### src/rfis_pkg.sv
// shared constants, types and register map of the reset flags and init-state block
package rfis_pkg;

  // ------------------------------------------------------------------
  // timing
  // ------------------------------------------------------------------
  localparam int CLK_PERIOD_NS = 100;
  localparam int RELEASE_DELAY_NS = 100000000;
  localparam int CNT_W = 20;
  typedef logic [CNT_W-1:0] rfis_cnt_t;
  // least time, so round up to whole cycles
  localparam rfis_cnt_t RELEASE_CYCLES =
    rfis_cnt_t'((RELEASE_DELAY_NS + CLK_PERIOD_NS - 1) / CLK_PERIOD_NS);
  localparam rfis_cnt_t STARTUP_LONG_CYCLES = 20'h00400;
  localparam rfis_cnt_t STARTUP_SHORT_CYCLES = 20'h00002;

  // ------------------------------------------------------------------
  // register map (byte addresses)
  // ------------------------------------------------------------------
  localparam logic [3:0] ADDR_CTRL = 4'h0;
  localparam logic [3:0] ADDR_STATUS = 4'h4;
  localparam logic [3:0] ADDR_EVENT = 4'h8;
  localparam logic [3:0] ADDR_MASK = 4'hC;

  // ctrl fields
  localparam int CTRL_SHORT_BIT = 0;
  localparam int CTRL_SRC_LSB = 1;
  localparam logic CTRL_SHORT_RST = 1'h0;

  // oscillator source codes held in ctrl
  typedef enum logic [1:0] {
    SRC_EXT_RC = 2'h0,
    SRC_INT_FAST_RC = 2'h1,
    SRC_EXT_FAST_XTAL = 2'h2,
    SRC_EXT_SLOW_XTAL = 2'h3
  } rfis_src_e;

  // status fields
  localparam int STAT_TIMEOUT_BIT = 0;
  localparam int STAT_POWERDOWN_BIT = 1;
  localparam int STAT_SLEEP_BIT = 2;
  localparam int STAT_CORE_RST_BIT = 3;

  // event bits, shared by event and mask registers
  localparam int EV_W = 4;
  localparam int EV_PIN_LV_RESET = 0;
  localparam int EV_WDT_RESET = 1;
  localparam int EV_WDT_WAKE = 2;
  localparam int EV_PIN_WAKE = 3;
  localparam logic [EV_W-1:0] EV_RST = 4'h0;
  localparam logic [EV_W-1:0] MASK_RST = 4'h0;

  // ------------------------------------------------------------------
  // sequencer states, gray along hold-release-run-sleep-wake
  // ------------------------------------------------------------------
  typedef enum logic [2:0] {
    ST_HOLD = 3'h0,
    ST_RELEASE = 3'h1,
    ST_RUN = 3'h3,
    ST_SLEEP = 3'h2,
    ST_WAKE = 3'h6
  } rfis_state_e;

endpackage

### src/rfis_delay_timer.sv
// down counter that times the release delay and the start-up delay
`timescale 1ns/1ps
module rfis_delay_timer (
  input wire logic clock_in,                     // system clock
  input wire logic rstn_in,                      // async reset, active low
  input wire logic load_in,                      // start a new delay
  input wire rfis_pkg::rfis_cnt_t cycles_in,     // delay length in cycles, at least 1
  output logic done_out                          // high in the last cycle of the delay
);

  typedef struct packed {
    logic busy;
    rfis_pkg::rfis_cnt_t cnt;
  } rfis_tmr_s;

  rfis_tmr_s s_q;
  rfis_tmr_s s_d;

  assign done_out = s_q.busy && (s_q.cnt == '0) && !load_in;

  always_comb begin
    s_d = s_q;
    if (load_in) begin
      s_d.busy = 1'b1;
      s_d.cnt = cycles_in - rfis_pkg::rfis_cnt_t'(1);
    end else if (s_q.busy) begin
      if (s_q.cnt == '0) begin
        s_d.busy = 1'b0;
      end else begin
        s_d.cnt = s_q.cnt - rfis_pkg::rfis_cnt_t'(1);
      end
    end
  end

  always_ff @(posedge clock_in or negedge rstn_in) begin
    if (!rstn_in) begin
      s_q <= '0;
    end else begin
      s_q <= s_d;
    end
  end

endmodule // rfis_delay_timer

### src/rfis_reset_ctrl.sv
// reset sequencer: reset-cause flags, init-state strobes, start-up timing, register slave
//
// Register access over Avalon-MM and the address map were left to the implementer.
`timescale 1ns/1ps
module rfis_reset_ctrl #(
  parameter rfis_pkg::rfis_cnt_t RELEASE_CYCLES = rfis_pkg::RELEASE_CYCLES
) (
  input wire logic clock_in,              // system clock, 10 MHz
  input wire logic rstn_in,               // power-on reset, async, active low
  input wire logic ext_reset_n_in,        // external reset pin, active low
  input wire logic low_voltage_reset_in,  // supply monitor reset request
  input wire logic watchdog_timeout_in,   // watchdog expiry pulse
  input wire logic halt_in,               // core enters idle or sleep
  input wire logic wake_pin_in,           // pin wake-up request while asleep
  input wire logic clear_watchdog_in,     // core clears the watchdog
  input wire logic [3:0] address,         // avalon byte address
  input wire logic read,                  // avalon read
  input wire logic write,                 // avalon write
  input wire logic [3:0] byteenable,      // avalon byte enables
  input wire logic [31:0] writedata,      // avalon write data
  output logic [31:0] readdata,           // avalon read data
  output logic waitrequest,               // avalon wait
  output logic irq_out,                   // level interrupt
  output logic core_reset_out,            // core held in reset
  output logic pc_stack_clear_out,        // clear pc low byte and stack pointer
  output logic periph_reset_out,          // full reset of peripheral state
  output logic intr_disable_out,          // clear all interrupt enables
  output logic timer_stop_out,            // stop timer counters
  output logic prescaler_clear_out,       // clear timer prescaler
  output logic port_init_out,             // load ones into port data and direction
  output logic watchdog_clear_out,        // hold watchdog counter at zero
  output logic sleep_out,                 // device is idle or asleep
  output logic watchdog_timeout_flag_out, // timeout flag
  output logic powerdown_flag_out         // powerdown flag
);

  // ------------------------------------------------------------------
  // state
  // ------------------------------------------------------------------
  typedef struct packed {
    rfis_pkg::rfis_state_e st;
    logic to_flag;
    logic pd_flag;
    logic wdt_wake;
    logic short_sel;
    rfis_pkg::rfis_src_e src;
    logic [rfis_pkg::EV_W-1:0] events;
    logic [rfis_pkg::EV_W-1:0] mask;
    logic ack;
    logic [31:0] rdata;
  } rfis_ctrl_s;

  rfis_ctrl_s s_q;
  rfis_ctrl_s s_d;

  logic tmr_load;
  rfis_pkg::rfis_cnt_t tmr_cycles;
  logic tmr_done;
  logic src_active;
  logic is_rc;
  rfis_pkg::rfis_cnt_t startup_cycles;
  logic bus_req;
  logic bus_wr;
  logic bus_rd;
  logic [rfis_pkg::EV_W-1:0] ev_set;
  logic [31:0] status_word;

  // ------------------------------------------------------------------
  // delay timer
  // ------------------------------------------------------------------
  rfis_delay_timer u_timer (
    .clock_in(clock_in),
    .rstn_in(rstn_in),
    .load_in(tmr_load),
    .cycles_in(tmr_cycles),
    .done_out(tmr_done)
  );

  assign src_active = !ext_reset_n_in || low_voltage_reset_in;
  assign is_rc = (s_q.src == rfis_pkg::SRC_EXT_RC) || (s_q.src == rfis_pkg::SRC_INT_FAST_RC);
  // crystals ignore the short setting, they need the full settling time
  assign startup_cycles = (is_rc && s_q.short_sel) ? rfis_pkg::STARTUP_SHORT_CYCLES
                                                   : rfis_pkg::STARTUP_LONG_CYCLES;

  // ------------------------------------------------------------------
  // bus handshake: one wait cycle, answer on the second edge
  // ------------------------------------------------------------------
  assign bus_req = (read || write) && !s_q.ack;
  assign waitrequest = (read || write) && !s_q.ack;
  assign bus_wr = write && s_q.ack && byteenable[0];
  assign bus_rd = read && s_q.ack;
  assign readdata = s_q.rdata;

  always_comb begin
    status_word = '0;
    status_word[rfis_pkg::STAT_TIMEOUT_BIT] = s_q.to_flag;
    status_word[rfis_pkg::STAT_POWERDOWN_BIT] = s_q.pd_flag;
    status_word[rfis_pkg::STAT_SLEEP_BIT] = (s_q.st == rfis_pkg::ST_SLEEP);
    status_word[rfis_pkg::STAT_CORE_RST_BIT] = core_reset_out;
  end

  // ------------------------------------------------------------------
  // next state
  // ------------------------------------------------------------------
  always_comb begin
    s_d = s_q;
    tmr_load = 1'b0;
    tmr_cycles = RELEASE_CYCLES;
    ev_set = '0;
    unique case (s_q.st)
      rfis_pkg::ST_HOLD: begin
        if (!src_active) begin
          s_d.st = rfis_pkg::ST_RELEASE;
          tmr_load = 1'b1;
        end
      end
      rfis_pkg::ST_RELEASE: begin
        if (src_active) begin
          s_d.st = rfis_pkg::ST_HOLD;
        end else if (tmr_done) begin
          s_d.st = rfis_pkg::ST_RUN;
        end
      end
      rfis_pkg::ST_RUN: begin
        if (src_active) begin
          // flags left alone
          s_d.st = rfis_pkg::ST_HOLD;
          ev_set[rfis_pkg::EV_PIN_LV_RESET] = 1'b1;
        end else if (watchdog_timeout_in) begin
          // same path as a pin reset, plus the timeout flag
          s_d.st = rfis_pkg::ST_HOLD;
          s_d.to_flag = 1'b1;
          ev_set[rfis_pkg::EV_WDT_RESET] = 1'b1;
        end else if (halt_in) begin
          s_d.st = rfis_pkg::ST_SLEEP;
          s_d.pd_flag = 1'b1;
          s_d.to_flag = 1'b0;
        end else if (clear_watchdog_in) begin
          s_d.pd_flag = 1'b0;
          s_d.to_flag = 1'b0;
        end
      end
      rfis_pkg::ST_SLEEP: begin
        if (src_active) begin
          s_d.st = rfis_pkg::ST_HOLD;
          ev_set[rfis_pkg::EV_PIN_LV_RESET] = 1'b1;
        end else if (watchdog_timeout_in) begin
          // wake only; powerdown flag stays set from sleep entry
          s_d.st = rfis_pkg::ST_WAKE;
          s_d.to_flag = 1'b1;
          s_d.wdt_wake = 1'b1;
          tmr_load = 1'b1;
          tmr_cycles = startup_cycles;
          ev_set[rfis_pkg::EV_WDT_WAKE] = 1'b1;
        end else if (wake_pin_in) begin
          s_d.st = rfis_pkg::ST_WAKE;
          s_d.wdt_wake = 1'b0;
          tmr_load = 1'b1;
          tmr_cycles = startup_cycles;
          ev_set[rfis_pkg::EV_PIN_WAKE] = 1'b1;
        end
      end
      rfis_pkg::ST_WAKE: begin
        if (src_active) begin
          s_d.st = rfis_pkg::ST_HOLD;
          s_d.wdt_wake = 1'b0;
          ev_set[rfis_pkg::EV_PIN_LV_RESET] = 1'b1;
        end else if (tmr_done) begin
          s_d.st = rfis_pkg::ST_RUN;
          s_d.wdt_wake = 1'b0;
        end
      end
      default: begin
        s_d.st = rfis_pkg::ST_HOLD;
      end
    endcase

    // register bus
    s_d.ack = bus_req;
    if (bus_req) begin
      unique case (address)
        rfis_pkg::ADDR_CTRL: begin
          s_d.rdata = {29'h0, s_q.src, s_q.short_sel};
        end
        rfis_pkg::ADDR_STATUS: begin
          s_d.rdata = status_word;
        end
        rfis_pkg::ADDR_EVENT: begin
          s_d.rdata = {28'h0, s_q.events};
        end
        rfis_pkg::ADDR_MASK: begin
          s_d.rdata = {28'h0, s_q.mask};
        end
        default: begin
          s_d.rdata = 32'h0;
        end
      endcase
    end
    if (bus_wr && address == rfis_pkg::ADDR_CTRL) begin
      s_d.short_sel = writedata[rfis_pkg::CTRL_SHORT_BIT];
      s_d.src = rfis_pkg::rfis_src_e'(writedata[rfis_pkg::CTRL_SRC_LSB +: 2]);
    end
    if (bus_wr && address == rfis_pkg::ADDR_MASK) begin
      s_d.mask = writedata[rfis_pkg::EV_W-1:0];
    end
    // a read clears the events; a new event in the same cycle survives
    if (bus_rd && address == rfis_pkg::ADDR_EVENT) begin
      s_d.events = ev_set;
    end else begin
      s_d.events = s_q.events | ev_set;
    end
  end

  always_ff @(posedge clock_in or negedge rstn_in) begin
    if (!rstn_in) begin
      s_q.st <= rfis_pkg::ST_HOLD;
      s_q.to_flag <= 1'b0;
      s_q.pd_flag <= 1'b0;
      s_q.wdt_wake <= 1'b0;
      s_q.short_sel <= rfis_pkg::CTRL_SHORT_RST;
      s_q.src <= rfis_pkg::SRC_EXT_RC;
      s_q.events <= rfis_pkg::EV_RST;
      s_q.mask <= rfis_pkg::MASK_RST;
      s_q.ack <= 1'b0;
      s_q.rdata <= 32'h0;
    end else begin
      s_q <= s_d;
    end
  end

  // ------------------------------------------------------------------
  // init-state strobes
  // ------------------------------------------------------------------
  // every full reset passes hold and release, so these cover power-on too
  assign core_reset_out = (s_q.st == rfis_pkg::ST_HOLD) || (s_q.st == rfis_pkg::ST_RELEASE);
  assign periph_reset_out = core_reset_out;
  assign intr_disable_out = core_reset_out;
  assign timer_stop_out = core_reset_out;
  assign prescaler_clear_out = core_reset_out;
  assign port_init_out = core_reset_out;
  // pc and stack clear is the only init strobe raised by a watchdog wake
  assign pc_stack_clear_out = core_reset_out ||
    ((s_q.st == rfis_pkg::ST_WAKE) && s_q.wdt_wake);
  // counter held clear during reset, free to count from the first run cycle
  assign watchdog_clear_out = core_reset_out;
  assign sleep_out = (s_q.st == rfis_pkg::ST_SLEEP);
  assign watchdog_timeout_flag_out = s_q.to_flag;
  assign powerdown_flag_out = s_q.pd_flag;
  assign irq_out = |(s_q.events & s_q.mask);

endmodule // rfis_reset_ctrl

### config.mk
export PLATFORM = sky130hd
export DESIGN_NAME = rfis_reset_ctrl
export DESIGN_NICKNAME = d
export VERILOG_FILES = /design/src/rfis_pkg.sv /design/src/rfis_delay_timer.sv /design/src/rfis_reset_ctrl.sv
export SDC_FILE = /design/constraint.sdc
export NUM_CORES = 1
export LEC_CHECK = 0
export BUFFER_PORTS_ARGS = -buffer_cell sky130_fd_sc_hd__buf_4
export CELL_PAD_IN_SITES_DETAIL_PLACEMENT = 0
export CELL_PAD_IN_SITES_GLOBAL_PLACEMENT = 1
export CORE_UTILIZATION = 34
export CTS_BUF_LIST = sky130_fd_sc_hd__clkbuf_8 sky130_fd_sc_hd__clkbuf_16
export DETAILED_ROUTE_END_ITERATION = 8
export HOLD_SLACK_MARGIN = 0.05
export PLACE_DENSITY = 0.74
export SLEW_MARGIN = 20
export SYNTH_ARGS = -nofsm -noshare
export SYNTH_HDL_FRONTEND = slang
export SYNTH_SLANG_ARGS = --single-unit
### constraint.sdc
create_clock -name clock_in -period 2.2 [get_ports clock_in]
set_input_delay 0.11 -clock clock_in [delete_from_list [all_inputs] [get_ports clock_in]]
set_output_delay 0.11 -clock clock_in [all_outputs]
set_load 0.03 [all_outputs]
== Word level (Yosys, flattened, before mapping) ==
Cells that the tools add are included.
Word-level totals
  flip-flop bits (word level): 71
  bits in latches: 0
  memory bits (writable): 0
  ROM bits: 0
  bits of input ports: 50
  output and inout bits: 45
  logic and storage cells: 119
  memories kept: 0
Cells by class
  add/sub/neg operators: 2
  multipliers: 0
  divide/modulo/power cells: 0
  magnitude comparators: 0
  eq/ne operators: 19
  shift-type cells: 0
  mux-type cells: 47
  bitwise gates (word level): 4
  reduce and logical (&&, ||, !) cells: 35
Operator list (count)
  $mux 20: 5
  $mux 21: 2
  $sub 20x1->20 const B: 2
  $mux 3: 8
  $logic_not 20->1: 1
  $mux 1: 19
  $pmux 4 s4: 1
  $pmux 3 s4: 1
  $reduce_and 4->1: 3
  $logic_and 1x1->1: 11
  $mux 11: 1
  $mux 2: 5
  $eq 4x4->1 const B: 2
  $mux 4: 2
  $ne 2x2->1 const B: 4
  $ne 4x4->1 const B: 2
  $reduce_bool 2->1: 4
  $eq 3x2->1 const B: 2
  $ne 3x3->1 const B: 2
  $pmux 1 s2: 3
  $logic_or 1x1->1: 5
  $reduce_and 5->1: 1
  $and 4x4->4: 1
  $eq 4x3->1 const B: 1
  other kinds (16): 19

== Depth between registers and ports, before layout ==
  depth after elaboration: 10
  mapped depth: 9

== Hierarchy ==
Synthesis repeated with hierarchy kept, for this count alone.
Unflattened totals
  cells, all modules: 351
  area, all modules: 3125.5 µm²
Modules (own cells, without submodules)
  rfis_delay_timer: times used 1, cells an instance 211, area each 1657.8 µm², sequential area each 525.5 µm²
  rfis_reset_ctrl: times used 1, cells an instance 140, area each 1467.7 µm², sequential area each 550.5 µm²

== Worst setup path after synthesis ==
OpenSTA, ideal clock, no wires.
  path type: register -> register
  start: register s_q[49] (netlist name)
  end: register u_timer.s_q[17] (netlist name)
  data arrival time: 2.021 ns
  data required time: 2.073 ns
  setup slack: 0.053 ns
  cell stages (with the launch flop): 9
  path buffers: 1
  cells stage by stage: dfrtp_1 > buf_6 > or3b_2 > nor4_4 > inv_1 > ha_1 > a31o_2 > a31oi_1 > o2bb2ai_1
Between the ends
  cells in the longest elaborated chain, start to end: 4
  elaborated cells on any way between the ends: 9
  classes of those cells: add/sub: 1; eq/ne: 2; mux: 3; reduce/logical: 3
Ends and longest elaborated chain
  from (decl): line rfis_reset_ctrl.sv:53  | rfis_ctrl_s s_q;
  $eq 3x2->1 / $logic_not 3->1 (equally long branches): line rfis_reset_ctrl.sv:110  | unique case (s_q.st)
  $mux 20 / $pmux 1 s2 (equally long branches): line rfis_reset_ctrl.sv:110
  $sub 20x1->20, or another cell as far along: line rfis_delay_timer.sv:25  | s_d.cnt = cycles_in - rfis_pkg::rfis_cnt_t'(1);
  $mux 21 / $reduce_and 2->1 (equally long branches)
  to (signal assigned): line rfis_delay_timer.sv:37  | s_q <= '0;
  to (signal assigned): line rfis_delay_timer.sv:39  | s_q <= s_d;
  to (decl): line rfis_delay_timer.sv:16  | rfis_tmr_s s_q;
Several ways; a longest one is shown, not always the timed one.
A chain may end at the register's enable or synchronous reset.

== Worst setup path in the final report ==
  start: register s_q[47] (netlist name)
  end: register u_timer.s_q[11] (netlist name)
Same word-level chain as after synthesis.

==> impl_metrics.env <==
export IMPL_floorplan_die_width_um=92.1
export IMPL_cp_required_ns=2.44
export IMPL_vias=2328
export IMPL_synth_area_leaders="dfrtp_1, buf_4, o21ai_0"
export IMPL_route_layer_met1_wl_um=3070
export IMPL_setup_slack_ns=0.0919
export IMPL_hold_violations=0
export IMPL_floorplan_core_area_mm2=0.00781
export IMPL_power_static_leakage_nw=1.48
export IMPL_diodes=0
export IMPL_synth_lib_cells_used_distinct=54
export IMPL_initialDrtViolationCount=104
export IMPL_root_buffer="clkbuf_8"
export IMPL_clk_transition_reported_paths_ns=0.09
export IMPL_status="completed"
export IMPL_grt_start_max_net_pins=44
export IMPL_postRouteWirelength_um=6670
export IMPL_finalCritPeriodShare_pct=95.8
export IMPL_place_congestion=0.846
export IMPL_cp_arrival_ns=2.35
export IMPL_report_final_slew_viol_count=0
export IMPL_number_of_antenna_violations_at_the_first_check_in_global_routing=0
export IMPL_cts_sinks=43
export IMPL_setup_slack_of_the_most_critical_reg_to_reg_path_ns=0.09
export IMPL_grt_overflow_total=0
export IMPL_worst_r2r_path_depth=5
export IMPL_grt_pass1_wl_um=11000
export IMPL_ys_seq_area_share_pct=38.9
export IMPL_worst_r2r_startpoint="s_q[47]$_DFFE_PN0P_"
export IMPL_synth_top_area_cell="dfrtp_1"
export IMPL_place_worst_setup_slack_ns=-0.0467
export IMPL_cts_root_to_sink_buffers=2
export IMPL_ys_seq_elements=43
export IMPL_first_global_vias=2261
export IMPL_detailroute_wirelength_met3_um=256
export IMPL_synth_cells=296
export IMPL_first_pass_iters=4
export IMPL_avgRoutedWirePerCell_um=14.8
export IMPL_syn_mean_instance_area_um2=9.33
export IMPL_slowest_delay_ns=0.55
export IMPL_critical_path_top_delay_family="simple AND/OR/NAND/NOR gates"
export IMPL_yosys_most_used_dff="dfrtp_1"
export IMPL_cell_chain_critical_path="or4b_4 -> o211ai_1 -> o21ai_4 -> or4_1 -> a21oi_1"
export IMPL_ir_drop_worst_vdd_v=0.000344
export IMPL_core_rows=32
export IMPL_die_y_um=92.1
export IMPL_dr_wl_met2_um=3230
export IMPL_dp_hpwl_um=4910
export IMPL_cts_made_buffers=5
export IMPL_power_density_cell_area_mw_per_mm2=613
export IMPL_io_pins=95
export IMPL_portion_of_synthesized_cell_area_occupied_by_the_leading_cell_type_pct=38.9
export IMPL_worst_clock_skew_ns=0.00572
export IMPL_setup_viol=0
export IMPL_design_final_nets=401
export IMPL_die_area_mm2=0.00849
export IMPL_clock_tree_from_tritoncts="yes"
export IMPL_drcViolationCount=0
export IMPL_worstMarginPinSlew_ns=0.561
export IMPL_timing_critical_path_from="s_q[47]$_DFFE_PN0P_"
export IMPL_placement_io_buffers=35
export IMPL_worst_slew_margin_rel_pct=62.6
export IMPL_achievable_clock_frequency_mhz=474
export IMPL_timing_worst_setup_path_type="reg2reg"
export IMPL_total_power_after_layout_mw=2.02
export IMPL_number_of_enable_flip_flop_cells_after_synthesis=0
export IMPL_timing_critical_path_to="u_timer.s_q[11]$_DFFE_PN0P_"
export IMPL_clkLatencyLatePin_ns=0.31
export IMPL_top_signal_layer_used="met4"
export IMPL_total_number_of_yosys_warnings=0
export IMPL_timing_critical_path_fanout_max=8
export IMPL_start_kind="flop"
export IMPL_post_drt_via_cell_ratio=5.17
export IMPL_finalCriticalPeriod_ns=2.11
export IMPL_timing_critical_path_depth=5
export IMPL_syn2layout_area_growth_pct=19.2
export IMPL_postSynth_asyncResetShare_pct=100
export IMPL_gr_usage_all_layers_pct=16.3
export IMPL_critical_path_slowest_cell="or4b_4"
export IMPL_start_util_pct=35.4
export IMPL_worstHoldPathType="in2reg"
export IMPL_worst_setup_path_end_kind="flop"
export IMPL_synth_area_mm2=0.00276
export IMPL_crit_buf_inv=0
export IMPL_holdWs_ns=0.0727
export IMPL_antenna_left=0
export IMPL_drive_gt1_share_pct=26.1
export IMPL_rr_endpoint="u_timer.s_q[11]$_DFFE_PN0P_"
export IMPL_maxCapViolCount=0
export IMPL_htree_num_levels=2
-- Yosys cell counts (4+ instances only) --
cell type and count:
nor3_1 10, o31ai_1 4, nor4_1 5, ha_1 4, nand3_1 5, nor2_1 21
inv_1 12, o21ai_0 24, nand2_1 14, a31oi_1 5, mux2_2 8, a22o_1 11
a21oi_1 15, nand2b_1 5, nand4_1 7, buf_2 4, buf_4 38, dfrtp_1 43
clkbuf_1 6
-- power breakdown --
| part | switching [mW] | total, mW | internal [mW] |
|---|---|---|---|
| combinational | 0.280 | 0.493 | 0.212 |
| sequential | 0.0987 | 0.981 | 0.882 |
| clock | 0.317 | 0.544 | 0.228 |
-- placed cells by master, fill, tap and decap left out, drive strengths merged, types with 3 or more instances in the layout --
cell type and n:
buf 61, nand2 14, ha 4, mux4 3
or3 3, a22o 11, a31oi 5, a21oi 15
nor2 21, dlygate4sd3 5, clkinvlp 3, inv 12
o31ai 4, nor3 11, a32o 3, o21ai 25
nand2b 5, dfrtp 43, nand4 7, mux2 8
or4 3, nand3 5, clkbuf 5, a22oi 3
conb 28, nor4 6
-- routing by layer --
layer	global-route usage (%)	vias up
met5	0	-
met4	6.12	0
met3	3.15	10
met2	27.6	62
met1	20.6	1116
li1	-	1140
-- sequential cells by signal, indices dropped and copies added (netlist names) --
signal / count
watchdog_timeout_flag_out: 1
s_q: 16
readdata: 4
u_timer.s_q: 21
powerdown_flag_out: 1
-- cell type report --
| class | count | area, µm² |
|---|---|---|
| clock buffers | 5 | 68.8 |
| clock inverters | 3 | 23.8 |
| fillers | 774 | 4510 |
| inverters | 12 | 48.8 |
| multi-input cells | 219 | 1440 |
| flip-flops and latches | 43 | 1080 |
| well taps | 102 | 128 |
| repair buffers | 66 | 508 |
-- kinds of logic (layout without fill, tap and decap cells) --
group | count (synthesis) | after routing | synth area share [%]
compound gates | 87 | 87 | 21.2
fa+ha+maj | 4 | 4 | 1.81
flops | 43 | 43 | 38.9
mux | 11 | 11 | 5.71
simple gates | 89 | 89 | 18.3
buf+inv | 61 | 86 | 13.9
other cells | 1 | 28 | 0.136
-- timing repair --
action	CTS	global route
resized for setup	2	8
setup endpoints to repair	6	11
buffers inserted	1	1
pin swaps	1	4
hold buffers	5	0
gates cloned	0	0
hold endpoints to repair	50	0
-- stage by stage --
step | setup TNS [ns] | cells | util (%) | area (µm²)
finish | 0 | 450 | 42.2 | 3290
global route | -0.00562 | 450 | 42.2 | 3290
CTS | -0.0124 | 449 | 41.7 | 3250
detailed placement | -0.0844 | 435 | 39.6 | 3100
global placement | -0.0162 | 435 | 39.6 | 3100
floorplan | 0 | 323 | - | 2860
-- worst min path at each step --
| stage | start | to | slack [ns] | cells past startpoint |
|---|---|---|---|---|
| floorplan | rstn_in | powerdown_flag_out$_DFFE_PN0P_ | -0.19 | 0 |
| global placement | rstn_in | watchdog_timeout_flag_out$_DFFE_PN0P_ | 0.15 | 1 |
| detailed placement | rstn_in | watchdog_timeout_flag_out$_DFFE_PN0P_ | 0.15 | 1 |
| CTS | watchdog_timeout_in | s_q[40]$_DFF_PN0_ | 0.06 | 2 |
| global route | halt_in | powerdown_flag_out$_DFFE_PN0P_ | 0.07 | 2 |
| finish | halt_in | powerdown_flag_out$_DFFE_PN0P_ | 0.07 | 2 |
Note: power is estimated with default switching activity, not from simulation.
